[src/verilog/gdr_pkg.sv]
// constants shared by the gpio data register block: register offsets,
// reset values, direction encoding and synchroniser depth.
// assumes a 32-bit register port whose address carries full byte addresses.
package gdr_pkg;

   // bank geometry
   localparam int          BANK_W           = 32;
   localparam int          NUM_BANKS        = 3;
   localparam int          MAX_BANKS        = 3;

   // byte addresses of the output latch registers
   localparam logic [31:0] OUT_LATCH_BANK0  = 32'hD00A0018;
   localparam logic [31:0] OUT_LATCH_BANK1  = 32'hD00A001C;
   localparam logic [31:0] OUT_LATCH_BANK2  = 32'hD00A0020;

   // byte addresses of the input sample registers
   localparam logic [31:0] IN_SAMPLE_BANK0  = 32'hD00A0024;
   localparam logic [31:0] IN_SAMPLE_BANK1  = 32'hD00A0028;
   localparam logic [31:0] IN_SAMPLE_BANK2  = 32'hD00A002C;

   // tables indexed by bank number
   localparam logic [MAX_BANKS-1:0][31:0] OUT_ADDR =
      {OUT_LATCH_BANK2, OUT_LATCH_BANK1, OUT_LATCH_BANK0};
   localparam logic [MAX_BANKS-1:0][31:0] IN_ADDR =
      {IN_SAMPLE_BANK2, IN_SAMPLE_BANK1, IN_SAMPLE_BANK0};

   // values after reset
   localparam logic [31:0] OUT_RESET        = 32'h00000000;
   localparam logic [31:0] IN_RESET         = 32'h00000000;
   localparam logic [31:0] DIR_RESET        = 32'hFFFFFFFF;
   localparam logic [31:0] UNMAPPED_READ    = 32'h00000000;

   // direction bit encoding
   localparam logic        DIR_OUTPUT       = 1'b0;
   localparam logic        DIR_INPUT        = 1'b1;

   // cycles from a register read strobe to its data
   localparam int          READ_LATENCY     = 1;
   // flip-flop stages on each pin input
   localparam int          SYNC_STAGES      = 2;

endpackage : gdr_pkg

[src/verilog/gdr_sync.sv]
// two-stage synchroniser for a vector of pin levels.
// assumes each bit is an independent level; no bus coherence is promised.
module gdr_sync #(
   parameter int WIDTH = 96
) (
   // clock and reset
   input  wire logic             clock,
   input  wire logic             reset,
   // asynchronous levels in, synchronised levels out
   input  wire logic [WIDTH-1:0] level_in,
   output logic      [WIDTH-1:0] level_out
);

   logic [WIDTH-1:0] stage_one;

   // first stage feeds only the second stage, nothing else looks at it
   always_ff @(posedge clock)
   begin
      if (reset)
      begin
         stage_one <= '0;
         level_out <= '0;
      end
      else
      begin
         stage_one <= level_in;
         level_out <= stage_one;
      end
   end

endmodule : gdr_sync

[src/verilog/gdr_pad_drive.sv]
// per-pin output stage: chooses between gpio drive and the pin's own
// function, and registers the result so the pads see clean levels.
// assumes enable and direction arrive already stable from their registers.
module gdr_pad_drive #(
   parameter int WIDTH = 96
) (
   // clock and reset
   input  wire logic             clock,
   input  wire logic             reset,
   // gpio control
   input  wire logic [WIDTH-1:0] gpio_enable,
   input  wire logic [WIDTH-1:0] pin_is_output,
   input  wire logic [WIDTH-1:0] pin_latch,
   // primary or alternate function
   input  wire logic [WIDTH-1:0] alt_out,
   input  wire logic [WIDTH-1:0] alt_oe,
   // pads
   output logic      [WIDTH-1:0] pin_out,
   output logic      [WIDTH-1:0] pin_oe
);

   logic [WIDTH-1:0] next_pin_out;
   logic [WIDTH-1:0] next_pin_oe;

   // per-pin selection; a disabled pin is handed to its own function
   for (genvar i = 0; i < WIDTH; i++)
   begin : g_pin
      assign next_pin_out[i] = gpio_enable[i] ? pin_latch[i] : alt_out[i];
      assign next_pin_oe[i]  = gpio_enable[i] ? pin_is_output[i] : alt_oe[i];
   end

   // pads start released so nothing fights an external driver at power-up
   always_ff @(posedge clock)
   begin
      if (reset)
      begin
         pin_out <= '0;
         pin_oe  <= '0;
      end
      else
      begin
         pin_out <= next_pin_out;
         pin_oe  <= next_pin_oe;
      end
   end

endmodule : gdr_pad_drive

[src/verilog/gdr_top.sv]
// data path of the general purpose i/o port: output latch and input sample
// registers, pin drive selection and input synchronisation.
// assumes enable and direction registers live outside and arrive as vectors,
// and a master that keeps strobes one cycle long and never both at once.
//
// Summary of operation
// [RULE1] a latch write captures the written bit for every pin set as output
// [RULE2] written bits of input pins leave the pin latch and pins untouched
// [RULE3] latch readback returns the last written word, whatever the direction
// [RULE4] sample readback shows the synchronised pin level for input pins
// [RULE5] sample readback shows the latched value for output pins
// [RULE6] a pin is gpio-driven only while enabled, else carries its own function
// [RULE7] direction 0 means output, 1 means input; directions reset to input
// [RULE8] software sets direction and latch before enabling an output pin
// [RULE9] pin levels pass two flip-flops before being sampled or read
module gdr_top #(
   parameter int NBANK = gdr_pkg::NUM_BANKS
) (
   // clock and reset
   input  wire logic                              clock,
   input  wire logic                              reset,
   // register port
   input  wire logic [31:0]                       address,
   input  wire logic [31:0]                       write_data,
   input  wire logic                              write_strobe,
   input  wire logic                              read_strobe,
   output logic      [31:0]                       read_data,
   // control from the neighbouring enable and direction registers
   input  wire logic [NBANK*gdr_pkg::BANK_W-1:0]  gpio_enable,
   input  wire logic [NBANK*gdr_pkg::BANK_W-1:0]  gpio_dir,
   // primary or alternate function side
   input  wire logic [NBANK*gdr_pkg::BANK_W-1:0]  alt_out,
   input  wire logic [NBANK*gdr_pkg::BANK_W-1:0]  alt_oe,
   output logic      [NBANK*gdr_pkg::BANK_W-1:0]  alt_in,
   // pads
   input  wire logic [NBANK*gdr_pkg::BANK_W-1:0]  pin_in,
   output logic      [NBANK*gdr_pkg::BANK_W-1:0]  pin_out,
   output logic      [NBANK*gdr_pkg::BANK_W-1:0]  pin_oe
);

   localparam int BW    = gdr_pkg::BANK_W;
   localparam int PIN_W = NBANK * BW;

   // the address map holds only as many banks as there are printed offsets
   if (NBANK < 1 || NBANK > gdr_pkg::MAX_BANKS)
   begin : g_bad_nbank
      $error("gdr_top: NBANK must be between 1 and MAX_BANKS");
   end

   // storage
   logic [PIN_W-1:0]   written_value;   // last word written, per bank
   logic [PIN_W-1:0]   pin_latch;       // level presented by output pins
   logic [PIN_W-1:0]   next_written;
   logic [PIN_W-1:0]   next_pin_latch;
   logic [31:0]        next_read_data;

   // decode and selection nets
   wire  [NBANK-1:0]   out_hit;
   wire  [NBANK-1:0]   in_hit;
   wire  [PIN_W-1:0]   write_bit_sel;
   wire  [PIN_W-1:0]   write_data_rep;
   wire  [PIN_W-1:0]   pin_is_output;
   wire  [PIN_W-1:0]   latch_mask;
   wire  [PIN_W-1:0]   pin_sync;
   wire  [PIN_W-1:0]   in_view;
   wire  [NBANK:0][31:0] read_chain;

   // pin inputs pass two flip-flops; the same copy feeds the alternate side
   // bits settle independently, so a word read while pins move may mix edges
   gdr_sync #(
      .WIDTH     (PIN_W)
   ) u_sync (
      .clock     (clock),
      .reset     (reset),
      .level_in  (pin_in),
      .level_out (pin_sync)                                     // [RULE9]
   );

   assign alt_in = pin_sync;

   // direction decode: only a bit equal to the output code drives
   assign pin_is_output = ~(gpio_dir ^ {PIN_W{gdr_pkg::DIR_OUTPUT}}); // [RULE7]

   // per-bank address decode and write fan-out
   for (genvar b = 0; b < NBANK; b++)
   begin : g_bank
      assign out_hit[b]                = (address == gdr_pkg::OUT_ADDR[b]);
      assign in_hit[b]                 = (address == gdr_pkg::IN_ADDR[b]);
      assign write_bit_sel[b*BW +: BW] = {BW{write_strobe & out_hit[b]}};
      assign write_data_rep[b*BW +: BW] = write_data;
      // unmapped addresses fall through the chain as zero
      assign read_chain[b+1] = read_chain[b]
                             | ({32{out_hit[b]}} & written_value[b*BW +: BW])
                             | ({32{in_hit[b]}}  & in_view[b*BW +: BW]);
   end

   assign read_chain[0] = gdr_pkg::UNMAPPED_READ;

   // the latch only takes bits of output pins; input bits are dropped.
   // capture looks at direction only, not enable, so software can preload a
   // pin's level before handing it to gpio; the readback copy keeps the rest
   assign latch_mask     = write_bit_sel & pin_is_output;          // [RULE1] [RULE2]
   assign next_pin_latch = (pin_latch & ~latch_mask)
                         | (write_data_rep & latch_mask);          // [RULE1]

   // the readback copy keeps every written bit regardless of direction
   assign next_written   = (written_value & ~write_bit_sel)
                         | (write_data_rep & write_bit_sel);       // [RULE3]

   // input pins show the pad, output pins the latched value
   assign in_view = (~pin_is_output & pin_sync)                    // [RULE4]
                  | (pin_is_output & pin_latch);                   // [RULE5]

   // read data only stand in the cycle after the strobe, zero otherwise
   // zeroing the idle value keeps stale words off the port between reads
   assign next_read_data = read_strobe ? read_chain[NBANK] : gdr_pkg::UNMAPPED_READ;

   // latch and readback copy
   always_ff @(posedge clock)
   begin
      if (reset)
      begin
         written_value <= {NBANK{gdr_pkg::OUT_RESET}};
         pin_latch     <= {NBANK{gdr_pkg::OUT_RESET}};
      end
      else
      begin
         written_value <= next_written;
         pin_latch     <= next_pin_latch;
      end
   end

   // registered read port; a read never stalls the master
   always_ff @(posedge clock)
   begin
      if (reset)
      begin
         read_data <= gdr_pkg::IN_RESET;
      end
      else
      begin
         read_data <= next_read_data;
      end
   end

   // pad stage; software is expected to program direction and latch before
   // setting enable, otherwise the pin may briefly show a stale level
   gdr_pad_drive #(
      .WIDTH         (PIN_W)
   ) u_pad (
      .clock         (clock),
      .reset         (reset),
      .gpio_enable   (gpio_enable),                             // [RULE6]
      .pin_is_output (pin_is_output),
      .pin_latch     (pin_latch),
      .alt_out       (alt_out),
      .alt_oe        (alt_oe),
      .pin_out       (pin_out),
      .pin_oe        (pin_oe)
   );

   // ---------------------------------------------------------------------
   // checks on the pin latch
   // ---------------------------------------------------------------------

   // an output bit of a latch write lands in the latch one edge later
   a_latch_takes_out: assert property (                         // [RULE1]
      @(posedge clock) disable iff (reset)
      (|latch_mask) |=> (((pin_latch ^ $past(write_data_rep)) & $past(latch_mask)) == '0)
   ) else $error("output pin bit not captured by latch write");

   // the latch never changes on a bit that the write did not select as output
   a_input_write_ignored: assert property (                     // [RULE2]
      @(posedge clock) disable iff (reset)
      !$past(reset) |-> (((pin_latch ^ $past(pin_latch)) & ~$past(latch_mask)) == '0)
   ) else $error("latch changed on an input pin or without a write");

   // the readback copy takes the whole written word, input bits included
   a_copy_whole_word: assert property (                         // [RULE3]
      @(posedge clock) disable iff (reset)
      (|write_bit_sel) |=> (((written_value ^ $past(write_data_rep)) & $past(write_bit_sel)) == '0)
   ) else $error("readback copy missed written bits");

   // without a write strobe on a bank the readback copy holds still
   a_copy_holds: assert property (                              // [RULE3]
      @(posedge clock) disable iff (reset)
      !$past(reset) |-> (((written_value ^ $past(written_value)) & ~$past(write_bit_sel)) == '0)
   ) else $error("readback copy changed without a write");

   // a write never moves the pad of an enabled input pin
   a_input_pad_kept: assert property (                          // [RULE2]
      @(posedge clock) disable iff (reset)
      (|write_bit_sel) |=> ##1
         (((pin_out ^ $past(pin_out)) & $past(write_bit_sel, 2) & ~$past(pin_is_output, 2)
          & $past(gpio_enable, 2) & $past(gpio_enable)) == '0)
   ) else $error("write moved the pad of an input pin");

   // ---------------------------------------------------------------------
   // checks on the pads
   // ---------------------------------------------------------------------

   // enabled pins: enable follows direction, level follows the latch
   a_gpio_pad_drive: assert property (                          // [RULE7]
      @(posedge clock) disable iff (reset)
      !$past(reset) |->
         ((((pin_oe ^ $past(pin_is_output))
          | ((pin_out ^ $past(pin_latch)) & $past(pin_is_output)))
          & $past(gpio_enable)) == '0)
   ) else $error("enabled pin not driven from direction and latch");

   // disabled pins carry their own function untouched
   a_alt_passthru: assert property (                            // [RULE6]
      @(posedge clock) disable iff (reset)
      !$past(reset) |->
         ((((pin_oe ^ $past(alt_oe)) | (pin_out ^ $past(alt_out)))
          & ~$past(gpio_enable)) == '0)
   ) else $error("disabled pin does not carry its own function");

   // an enabled input pin is never driven, so nothing fights the outside level
   a_input_released: assert property (                          // [RULE7]
      @(posedge clock) disable iff (reset)
      !$past(reset) |-> ((pin_oe & $past(gpio_enable) & $past(gpio_dir)) == '0)
   ) else $error("enabled input pin is being driven");

   // a latch write reaches an enabled output pad two edges later
   a_write_to_pad: assert property (                            // [RULE1]
      @(posedge clock) disable iff (reset)
      ((|latch_mask) && $stable(gpio_enable)) |=>
         ##1 ((($past(write_data_rep, 2) ^ pin_out)
              & $past(latch_mask, 2) & $past(gpio_enable, 2)
              & $past(gpio_enable)) == '0)
   ) else $error("latched output level did not reach the pad");

   // ---------------------------------------------------------------------
   // checks on synchronisation and the read port
   // ---------------------------------------------------------------------

   // pin levels appear exactly two edges after they were applied
   a_sync_two_stage: assert property (                          // [RULE9]
      @(posedge clock) disable iff (reset)
      (!$past(reset) && !$past(reset, 2)) |-> (pin_sync == $past(pin_in, 2))
   ) else $error("pin level not delayed by two stages");

   // no read strobe, no data on the port
   a_read_one_cycle: assert property (
      @(posedge clock) disable iff (reset)
      !read_strobe |=> (read_data == gdr_pkg::UNMAPPED_READ)
   ) else $error("read data present without a read strobe");

   // an unmapped read answers zero
   a_unmapped_zero: assert property (
      @(posedge clock) disable iff (reset)
      (read_strobe && !(|out_hit) && !(|in_hit)) |=> (read_data == gdr_pkg::UNMAPPED_READ)
   ) else $error("unmapped read returned nonzero data");

   // reset leaves the read port quiet and every pad released
   a_reset_quiet: assert property (
      @(posedge clock)
      reset |=> ((read_data == gdr_pkg::UNMAPPED_READ) && (pin_oe == '0) && (pin_out == '0))
   ) else $error("outputs not cleared by reset");

   // reset clears both copies of the output latch
   a_reset_latches_zero: assert property (
      @(posedge clock)
      reset |=> ((pin_latch == {NBANK{gdr_pkg::OUT_RESET}}) && (written_value == {NBANK{gdr_pkg::OUT_RESET}}))
   ) else $error("latches not cleared by reset");

   // per-bank read checks
   for (genvar b = 0; b < NBANK; b++)
   begin : g_check
      // a written word reads back whole, input bits included
      a_written_any_dir: assert property (                      // [RULE3]
         @(posedge clock) disable iff (reset)
         (write_strobe && out_hit[b]) |=> ##1 !$past(write_strobe) && $past(read_strobe)
            && $past(out_hit[b]) |-> (read_data == $past(write_data, 2))
      ) else $error("latch readback differs from last write");

      // latch readback reflects the readback copy
      a_readback_written: assert property (                     // [RULE3]
         @(posedge clock) disable iff (reset)
         (read_strobe && out_hit[b]) |=> (read_data == $past(written_value[b*BW +: BW]))
      ) else $error("latch readback wrong");

      // sample readback: input bits show the synchronised pad
      a_sample_input: assert property (                         // [RULE4]
         @(posedge clock) disable iff (reset)
         (read_strobe && in_hit[b]) |=>
            (((read_data ^ $past(pin_in[b*BW +: BW], 3))
             & ~$past(pin_is_output[b*BW +: BW])) == '0)
            || $past(reset, 3) || $past(reset, 2)
      ) else $error("sample readback of input pin wrong");

      // sample readback: output bits show the latch
      a_sample_output: assert property (                        // [RULE5]
         @(posedge clock) disable iff (reset)
         (read_strobe && in_hit[b]) |=>
            (((read_data ^ $past(pin_latch[b*BW +: BW]))
             & $past(pin_is_output[b*BW +: BW])) == '0)
      ) else $error("sample readback of output pin wrong");
   end

endmodule : gdr_top

[config.mk]
export PLATFORM = sky130hd
export DESIGN_NAME = gdr_top
export DESIGN_NICKNAME = d
export VERILOG_FILES = /design/src/verilog/gdr_pkg.sv /design/src/verilog/gdr_sync.sv /design/src/verilog/gdr_pad_drive.sv /design/src/verilog/gdr_top.sv
export SDC_FILE = /design/constraint.sdc
export NUM_CORES = 1
export LEC_CHECK = 0
export BUFFER_PORTS_ARGS = -buffer_cell sky130_fd_sc_hd__buf_2
export CORE_AREA = 2 2 333 335
export CTS_CLUSTER_SIZE = 12
export DETAILED_ROUTE_END_ITERATION = 8
export DIE_AREA = 0 0 335 337
export SYNTH_ARGS = -nofsm -noshare
export SYNTH_HDL_FRONTEND = slang
export SYNTH_SLANG_ARGS = --single-unit
[constraint.sdc]
create_clock -name clock -period 1.9 [get_ports clock]
set_input_delay 0.38 -clock clock [delete_from_list [all_inputs] [get_ports clock]]
set_output_delay 0.38 -clock clock [all_outputs]
set_load 0.005 [all_outputs]
After elaboration in Yosys (flattened, before gate mapping)

Cells that the tools add are included.

Reduce and logical (&&, ||, !) cells: 1
Multiplexer cells: 192
Equality and inequality tests: 6
Bitwise logic cells: 29

Operator list:

| cell                   | count |
|---|---|
| $and A96 B96 Y96       | 7 |
| $not A96 Y96           | 4 |
| $or A96 B96 Y96        | 3 |
| $and A32 B32 Y32       | 6 |
| $eq A32 B32 Y1 const B | 6 |
| $mux W1                | 192 |
| $or A32 B32 Y32        | 5 |
| $and A1 B1 Y1          | 3 |
| $reduce_or A2 Y1       | 1 |
| $not A1 Y1             | 1 |

Register bits after elaboration: 608
Output and inout port bits: 320

Logic depth before layout (Yosys ltp)

Gate-level depths: netlist (run 1).

Depth in word-level cells: 10
Depth in mapped cells: 8
Mapped depth without buffers: 5

By module

A second synthesis (run 1) with hierarchy kept.

Cell total of the unflattened synthesis: 2340
Area total of the unflattened synthesis: 22404.0 µm²

By module, submodules not included:

| module        | area an instance (µm²) | cells an instance | seq. area each (µm²) | instances |
|---|---|---|---|---|
| gdr_top       | 10538.9                | 1338              | 4484.3               | 1 |
| gdr_pad_drive | 6716.4                 | 597               | 3843.7               | 1 |
| gdr_sync      | 5148.7                 | 405               | 3843.7               | 1 |

Least setup slack after synthesis (run 1)

Ideal clock, no wire load.

Path type: input port to flip-flop
Start point: in address[13]
End point: reg with a tool-made name
Stages: 6
Buffers on the path: 1
Data arrival time: 1895 ps
Data required time: 1830 ps
Slack: -65 ps
Cell sequence: nor4_2 -> nand4_2 -> nor4_4 -> clkbuf_1 -> nand2_1 -> a21oi_1

RTL lines:

| item               | RTL line      | text |
|---|---|---|
| start: declaration | gdr_top.sv:23 | `input wire logic [31:0] address,` |

Final worst setup path (run 1)

Start point: in address[2]
End point: reg read_data[3]

Word-level cells in the longest chain between the ends: 7
Elaborated cells between the ends (all ways): 17
Classes of those cells: 6 x eq/ne; 11 x bitwise

RTL lines:

| item                                       | RTL line                     | text |
|---|---|---|
| $eq A32 B32 Y1, on equally long branches   | gdr_top.sv:87, gdr_top.sv:88 |  |
| $and A32 B32 Y32, on equally long branches | gdr_top.sv:93, gdr_top.sv:94 |  |
| $or A32 B32 Y32                            | gdr_top.sv:94                | `\| ({32{in_hit[b]}} & in_view[b*BW +: BW]);` |
| $or A32 B32 Y32                            | gdr_top.sv:93                | `\| ({32{out_hit[b]}} & written_value[b*BW +: BW])` |
| $or A32 B32 Y32                            | gdr_top.sv:94                |  |
| $or A32 B32 Y32                            | gdr_top.sv:93                |  |
| $or A32 B32 Y32 *                          | gdr_top.sv:94                |  |
| end signal: assignment                     | gdr_top.sv:138               | `read_data <= gdr_pkg::IN_RESET;` |
| end signal: assignment                     | gdr_top.sv:142               | `read_data <= next_read_data;` |
| end: declaration                           | gdr_top.sv:27                | `output logic [31:0] read_data,` |

Mark *: on every way between the ends. The rest lies on a longest branch, timed or not.
A chain may end at the register's enable or synchronous reset.

==> run metrics, run 1 <==
CTS Buf Count 72; Synth Cell Area 22200 um^2; cell area after layout 34700 um^2; remaining antenna violation count after routing 0; Crit Path Category input pin to register; Layout area overhead 56.0%; IO Port Bufs 867; Max Fclk between 0.5 and 0.6 GHz; Tcrit/Tclk final between 90% and 100%; Synth async-reset ratio 0%; Skew-Pair Late Insertion Delay approximately 620 ps; H-tree lvl count 3; Cell Area, Placed a little under 30000 um^2; status complete, no violations; post-synthesis sequential area ratio 54.8%; Final nets 4148; Yosys warnings 0; syn_area_per_cell 9.40 um^2; CTS Buffer Depth 3; Wirelength per Cell about 20 um; Worst Path Arrival roughly 2300 ps; pin count of the biggest net entering global routing between 100 and 150; Final Max Tran Viols 0; die span in y ~340 um; Worst EP required 2450 ps; Final Setup Violations 0; cell count after synthesis about 2400; GRT overflow 0; EDFF count, synth 0; postcts setup bufs 0; Synth area leaders dfxtp_1 (55%), mux2i_1 (11%), a21oi_1 (5.5%); IO Pins approximately 870; Slew @ Worst Pin between 500 and 600 ps; die width around 340 um; syn_nets about 2900; GP Congestion between 0.8 and 0.9; first-pass GRT wire length approximately 140 mm; Sink Count 608; nature of the critical path startpoint input pin; DRC viols 0; Worst Skew 25.0 ps; Hold Crit Class input pin to register; top-area cell type share of the netlist area between 50% and 60%; Die Footprint 113000 um^2; worst relative slew slack between 60% and 70%; Synth Register Bits 608; Vias 22100; initial antenna violation count 19; Reg clk slew, reported paths approximately 60 ps; Non-Filler Instances 5091; vias per inst about 4.3; area leader, netlist dfxtp_1; All-Layer GR Usage 17.1%; Hold Worst Slack between 50 and 60 ps; placed cell count about 4600; Peak VDD IR around 0.00064 V; Root Driver clkbuf_16; initial core utilization 20.3%; most instantiated library cell after synthesis dfxtp_1; CP endpoint kind register; crit-path max FO 8; Rows approximately 120; Fin Setup TNS 0 ps; vias in the first global route roughly 22000; DPL Wire Length between 70 and 80 mm; leakage about 0.015 uW; First DRT Iteration DRCs ~1400; synth cell count leaders dfxtp_1 (608), mux2i_1 (251), nand2_1 (247); drt first pass iters 6; Yosys cell types 37; Post-synth top flop dfxtp_1; Tmin final 1790 ps; TritonCTS clock tree done; share of cells above drive strength 1 31.2%; Max-cap violations 0; Core ar. 110000 um^2; PwrDens around 870 nW/um^2; DRT Wirelength 101 mm; Fin. Hold Viols 0
-- critical path: stages --
cell and delay (ps):
buf_2 100, or4b_2 820, nor4_2 360, buf_4 320, nand2_1 150, a21oi_1 200
-- area by class of cell --
cell class              count  area [um^2]
diodes                     12         30.0
clock buffers             103         2090
clock inverters            24          258
fillers                 11300        74900
inverters                  96          360
multi-input cells        1523         9240
flip-flops and latches    608        12200
well taps                1426         1780
repair buffers           1299         8720
-- report_power, final --
part           leakage [uW]  switching, uW  internal (uW)
Combinational       0.00924           1400           1560
Clock               0.00116           5650           8210
Sequential          0.00498            135          13200
-- cell usage in the layout, fill, tap and decap left out, drive strengths merged, types with 37 or more instances in the layout --
master       instances
dfxtp              608
mux2i              251
nor2b              193
nand3              100
nand2              247
o21ai              122
inv                101
nor2               221
a21oi              244
dlygate4sd3        331
buf                968
clkbuf             103
mux2                37
-- per-stage QoR --
stage,util (%),setup slack (ps),total power [uW]
6_report,31.6,108,30100
5_1_grt,31.6,-37.2,31300
4_1_cts,31.6,138,30500
3_5_place_dp,26.4,-534,15900
3_3_place_gp,26.4,-538,15900
2_1_floorplan,-,-62.4,14400
-- final timing paths --
| path | startpoint | to | slack, ps | cells after the start |
|---|---|---|---|---|
| max | address[2] | read_data[3]$_SDFF_PP0_ | 110 | 6 |
| min | gpio_enable[80] | u_pad.pin_oe[80]$_SDFF_PP0_ | 60 | 3 |
| max reg2reg | register | read_data[17]$_SDFF_PP0_ | 280 | 6 |
| min reg2reg | u_sync.stage_one[46]$_SDFF_PP0_ | u_sync.level_out[46]$_SDFF_PP0_ | 430 | 1 |
-- cells by family (layout without fill, tap and decap cells) --
| kind of cell | count (synthesis) | count (layout) | synth area share [%] |
|---|---|---|---|
| buffers and inverters | 232 | 1522 | 3.99 |
| muxes | 288 | 288 | 13.2 |
| DFF | 608 | 608 | 54.8 |
| other | 0 | 12 | 0 |
| AOI/OAI and AO/OA | 442 | 442 | 11.0 |
| and+or+nand+nor | 793 | 793 | 17.0 |
-- metal layers --
metal / track usage, % / vias up / wire [um]
met5: 0 / - / 85
met4: 8.12 / 12 / 4560
met3: 4.96 / 228 / 8550
met2: 28.3 / 925 / 47900
met1: 20.3 / 10500 / 40400
li1: - / 10400 / -
-- what timing repair did --
action                     in CTS  in global routing
hold buffers                  331                  0
resized for setup               0                  1
setup endpoints to repair       0                 31
hold endpoints to repair      262                  0
(Power assumes the default switching activity.)
==> inputs of run 2 (changes only) <==
--- a/config.mk
+++ b/config.mk
@@ -6,10 +6,11 @@
 export NUM_CORES = 1
 export LEC_CHECK = 0
 export BUFFER_PORTS_ARGS = -buffer_cell sky130_fd_sc_hd__buf_2
-export CORE_AREA = 2 2 333 335
+export CAP_MARGIN = 15
+export CORE_AREA = 2 2 339 341
 export CTS_CLUSTER_SIZE = 12
 export DETAILED_ROUTE_END_ITERATION = 8
-export DIE_AREA = 0 0 335 337
+export DIE_AREA = 0 0 341 343
 export SYNTH_ARGS = -nofsm -noshare
 export SYNTH_HDL_FRONTEND = slang
 export SYNTH_SLANG_ARGS = --single-unit
==> run 2 against run 1 <==
Against the previous run:
- flip-flop and latch count stayed put
- register-to-register slack hardly changed
- count of clock-buffer cells in the layout is 1 lower
- setup slack better by 27 ps
- power is 4.5% higher
- first-iteration DRC count is 10% lower
- largest cell class unchanged
- largest power group unchanged
- highest routed layer unchanged
==> run metrics, run 2 (synthesis results as in run 1) <==
nature of the critical path startpoint input pin; initial antenna violation count 16; Worst Skew about 22 ps; Final Setup Violations 0; Die Footprint roughly 120000 um^2; Internal 23800 uW; Psw roughly 7700 uW; IO Port Bufs 867; sw frac 24.3%; Tot Pwr roughly 31000 uW; leakage around 0.016 uW; status complete, no violations; most common cell after layout, fill and taps aside buf_2; GRT overflow 0; most frequent cells in the layout buf_2 (866), dfxtp_1 (608), dlygate4sd3_1 (397), mux2i_1 (251), nand2_1 (247); GP Congestion ~0.92; Worst EP required 2430 ps; Hold Crit Class input pin to register; Crit path largest cell delay around 460 ps; CP endpoint kind register; Core ar. 113000 um^2; CTS Buffer Depth 3; clock power share a little under half; Comb power frac roughly a tenth; Max-cap violations 0; die width about 340 um; H-tree lvl count 3; first-pass GRT wire length between 100 and 150 mm; remaining antenna violation count after routing 0; initial core utilization around 20%; DRC viols 0; placed cell count about 4700; drt first pass iters 5; Reg clk slew, reported paths about 60 ps; TritonCTS clock tree done; # fillers approximately 12000; Rows roughly 120; Tcrit/Tclk final 92.9%; Final Max Tran Viols 0; CTS Buf Count 73; Final nets approximately 4200; worst hold path cell count 3; vias per inst between 4 and 5; Layout area overhead 61.7%; Peak VDD IR ~0.00074 V; vias in the first global route between 20000 and 25000; Worst Reg-to-Reg Cells 6; Root Driver clkbuf_16; Vias 22600; First DRT Iteration DRCs roughly 1200; cell area after layout approximately 36000 um^2; Fin. Hold Viols 0; Cell Area, Placed 29300 um^2; Non-Filler Instances ~5300; CP cell instances buf_2 -> nor4_2 -> nand2_1 -> buf_4 -> buf_4 -> nor4_2 -> buf_4 -> nand2_1 -> a21oi_1; most used cell, CP buf_4; Wirelength per Cell 19.9 um; pin count of the biggest net entering global routing between 70 and 80; DRT Wirelength about 100 mm; Fin Setup TNS 0 ps; Tmin final 1760 ps; worst relative slew slack 61.3%; die span in y about 340 um; Worst Path Arrival 2290 ps; Crit Path Category input pin to register; DPL Wire Length 76.6 mm; Slew @ Worst Pin 580 ps; All-Layer GR Usage between 10% and 20%; Skew-Pair Late Insertion Delay between 600 and 700 ps; crit-path max FO 5; Slowest cell on crit path nor4_2; Max Fclk around 0.57 GHz; Sink Count approximately 610; IO Pins 868; share of cells above drive strength 1 31.0%; Seq pwr share roughly 42%; PwrDens ~900 nW/um^2
-- run 2: cell count changes in the layout (fill, tap and decap cells not counted), moves of 3 or more --
cell,previous run,this run
diode_2,12,7
dlygate4sd3_1,331,397
bufinv_16,4,8
buf_4,77,80
buf_12,24,35
clkinv_8,0,3
-- run 2: cell type report --
| cell class | count | area [um^2] | area share (%) |
|---|---|---|---|
| clock inverter | 31 | 482 | 1.34 |
| inverter | 96 | 360 | 1.00 |
| clock buffer | 102 | 2110 | 5.87 |
| multi-input combinational | 1523 | 9250 | 25.8 |
| sequential | 608 | 12200 | 33.9 |
| tap | 1512 | 1890 | 5.27 |
| timing repair buffer | 1379 | 9620 | 26.8 |
| antenna | 7 | 17.5 | 0.0488 |
-- run 2: path summary, 6_finish.rpt --
path	startpoint	endpoint	slack, ps
max	address[26]	read_data[3]$_SDFF_PP0_	140
min	gpio_enable[5]	u_pad.pin_out[5]$_SDFF_PP0_	50
max reg2reg	register	read_data[17]$_SDFF_PP0_	280
min reg2reg	u_sync.stage_one[17]$_SDFF_PP0_	u_sync.level_out[17]$_SDFF_PP0_	430
-- run 2: power by group through the flow --
stage | combinational, uW | sequential (uW) | clock [uW]
after global routing | 3360 | 13300 | 15900
after detailed placement | 2380 | 13600 | 0
after CTS | 3090 | 13300 | 15400
after global placement | 2370 | 13600 | 0
after floorplan | 777 | 13600 | 0
final | 3140 | 13300 | 15000
-- run 2: per-stage QoR --
stage | utilization [%] | hold slack (ps) | setup slack [ps]
after floorplan | - | 414 | -62.4
after global placement | 25.8 | 416 | -724
after detailed placement | 25.8 | 420 | -668
after CTS | 31.6 | 0.166 | 3.08
after global routing | 31.7 | 14.7 | -1.35
final | 31.7 | 52.9 | 135
-- run 2: worst max-delay path: cells and delay by family --
kind | cells | cell delay, ps
buf+inv | 4 | 680
simple gates | 4 | 970
compound gates | 1 | 250
-- run 2: repair_timing --
action                     CTS  global route
setup endpoints to repair    0            98
gates resized for setup      0             3
hold buffers               397             0
hold endpoints to repair   276             0
buffers inserted             0             0
-- run 2: metal layers --
layer / share of wire (%) / vias up / global-route usage, %
li1: - / 10600 / -
met2: 49 / 933 / 29.5
met4: 3.4 / 6 / 6.12
met3: 7.2 / 204 / 4.32
met1: 41 / 10900 / 20.1
met5: 0.052 / - / 0
==> inputs of run 3 (changes only) <==
--- a/config.mk
+++ b/config.mk
@@ -7,10 +7,13 @@
 export LEC_CHECK = 0
 export BUFFER_PORTS_ARGS = -buffer_cell sky130_fd_sc_hd__buf_2
 export CAP_MARGIN = 15
+export CELL_PAD_IN_SITES_DETAIL_PLACEMENT = 2
+export CELL_PAD_IN_SITES_GLOBAL_PLACEMENT = 2
 export CORE_AREA = 2 2 339 341
 export CTS_CLUSTER_SIZE = 12
 export DETAILED_ROUTE_END_ITERATION = 8
 export DIE_AREA = 0 0 341 343
+export PLACE_DENSITY_LB_ADDON = 0.1
 export SYNTH_ARGS = -nofsm -noshare
 export SYNTH_HDL_FRONTEND = slang
 export SYNTH_SLANG_ARGS = --single-unit
==> run 3 against run 2 <==
Against the previous run:
- clock power is essentially flat
- wire length up 11%
- cell count about the same
- highest routed layer unchanged
- hold slack worse by 19 ps
==> run metrics, run 3 (synthesis results as in run 1) <==
Core ar. 113000 um^2; Hold Crit Class input pin to register; CTS Buf Count 79; Final Core Density between 30% and 40%; most frequent cells in the layout buf_2 (866), dfxtp_1 (608), dlygate4sd3_1 (402), mux2i_1 (251), nand2_1 (247); placed cell count 4704; leakage ~0.016 uW; Vias 22500; nature of the critical path startpoint input pin; FF-to-FF setup slack roughly 400 ps; Skew-Pair Late Insertion Delay 640 ps; Max Fclk ~0.55 GHz; pin count of the biggest net entering global routing 84; most used cell, CP buf_4; Rows 124; PwrDens slightly below 900 nW/um^2; Worst Reg-to-Reg Cells 6; die span in y about 340 um; CTS resizes 0; Layout area overhead 60.5%; Die Footprint 117000 um^2; First DRT Iteration DRCs 590; die width approximately 340 um; vias per inst between 4 and 5; Sink Count 608; IO Pins 868; Reg2Reg Capture Point read_data[17]$_SDFF_PP0_; remaining antenna violation count after routing 0; Fin Setup TNS 0 ps; CTS Buffer Depth 3; Worst Skew 23.5 ps; Final nets roughly 4200; Reg clk slew, reported paths 60 ps; worst hold start gpio_enable[94]; Crit Path Category input pin to register; worst hold path cell count 3; Root Driver clkbuf_16; DRT Wirelength around 120 mm; Max-cap violations 0; IO Port Bufs between 800 and 900; Wirelength per Cell ~22 um; first-pass GRT wire length 168 mm; Worst EP required ~2500 ps; GP Congestion 0.815; share of cells above drive strength 1 approximately 30%; crit-path max FO 5; status complete, no violations; Fin. Hold Viols 0; GRT overflow 0; Peak VDD IR roughly 0.00057 V; most common cell after layout, fill and taps aside buf_2; Tmin final 1810 ps; drt first pass iters 5; # fillers 12700; initial core utilization 19.6%; Non-Filler Instances 5256; worst relative slew slack ~65%; Tcrit/Tclk final a little over nine tenths; DRC viols 0; DPL Wire Length around 86 mm; worst slack, placed -535 ps; Final Max Tran Viols 0; TritonCTS clock tree done; Slowest cell on crit path nor4_4; All-Layer GR Usage 19.2%; Slew @ Worst Pin between 500 and 600 ps; initial antenna violation count 27; Crit path largest cell delay between 500 and 600 ps; Worst Path Arrival 2360 ps; CP endpoint kind register; CP cell instances buf_2 -> nor4_1 -> nand2_1 -> buf_4 -> buf_4 -> nor4_4 -> buf_4 -> nand2_1 -> a21oi_1; Hold Path Sink u_pad.pin_out[94]$_SDFF_PP0_; H-tree lvl count 3; Final Setup Violations 0; RSZ-0062 raised after global routing no; setup ws final slightly below 90 ps; vias in the first global route roughly 26000
## run 3: cell types whose count changed in the layout (fill, tap and decap cells not counted), sizes merged
cell	change
diode	+7
clkinv	-7
bufinv	-6
dlygate4sd3	+5
buf	-17
inv	-3
clkbuf	+20
clkinvlp	-1
## run 3: layout make-up
cell class	instances	area [um^2]	area share [%]
flip-flops and latches	608	12200	34.1
repair buffers	1367	9450	26.5
multi-input cells	1523	9240	25.9
clock buffers	122	2360	6.63
well taps	1512	1890	5.31
inverters	96	360	1.01
clock inverters	14	139	0.390
diodes	14	35.0	0.0983
## run 3: worst max path at each step
stage                                         from                  endpoint  slack, ps  depth (start not counted)
after floorplan                        address[13]                  register        -60                          6
after global placement                 address[26]   read_data[0]$_SDFF_PP0_       -480                          9
after detailed placement               address[26]  read_data[22]$_SDFF_PP0_       -530                          9
after CTS                 read_data[28]$_SDFF_PP0_             read_data[28]        150                          1
after global routing                   address[26]  read_data[27]$_SDFF_PP0_         20                          9
final                                  address[26]  read_data[27]$_SDFF_PP0_         90                          9
## run 3: what timing repair did
item                                   4_1_cts  5_1_grt
endpoints found under the hold margin      282        0
hold buffers                               402        0
buffers inserted                             0        0
## run 3: critical path, delay by kind of cell
kind	cells	cell delay [ps]
AND/OR/NAND/NOR	4	1110
buffers and inverters	4	730
AO/OA/AOI/OAI	1	140
## run 3: layer usage
layer | vias up | share of wire [%] | global-route usage, %
met4 | 20 | 3.4 | 7.76
met3 | 192 | 5.1 | 4.27
met5 | - | 0.11 | 0
met2 | 614 | 51 | 35.1
li1 | 10600 | - | -
met1 | 11100 | 40 | 21.6
## run 3: where the power goes
group	leakage [uW]	switching (uW)	internal, uW
clock	0.00123	5990	8770
combinational	0.00951	1440	1680
sequential	0.00498	128	13200
total	0.0157	7560	23600
## run 3: per-stage QoR
stage | hold WS [ps] | area [um^2] | total power (uW)
6_report | 33.6 | 35600 | 31200
5_1_grt | 21.6 | 35600 | 32600
4_1_cts | 0.219 | 35600 | 31800
3_5_place_dp | 428 | 29100 | 16000
3_3_place_gp | 415 | 29100 | 15900
2_1_floorplan | 414 | 22200 | 14400
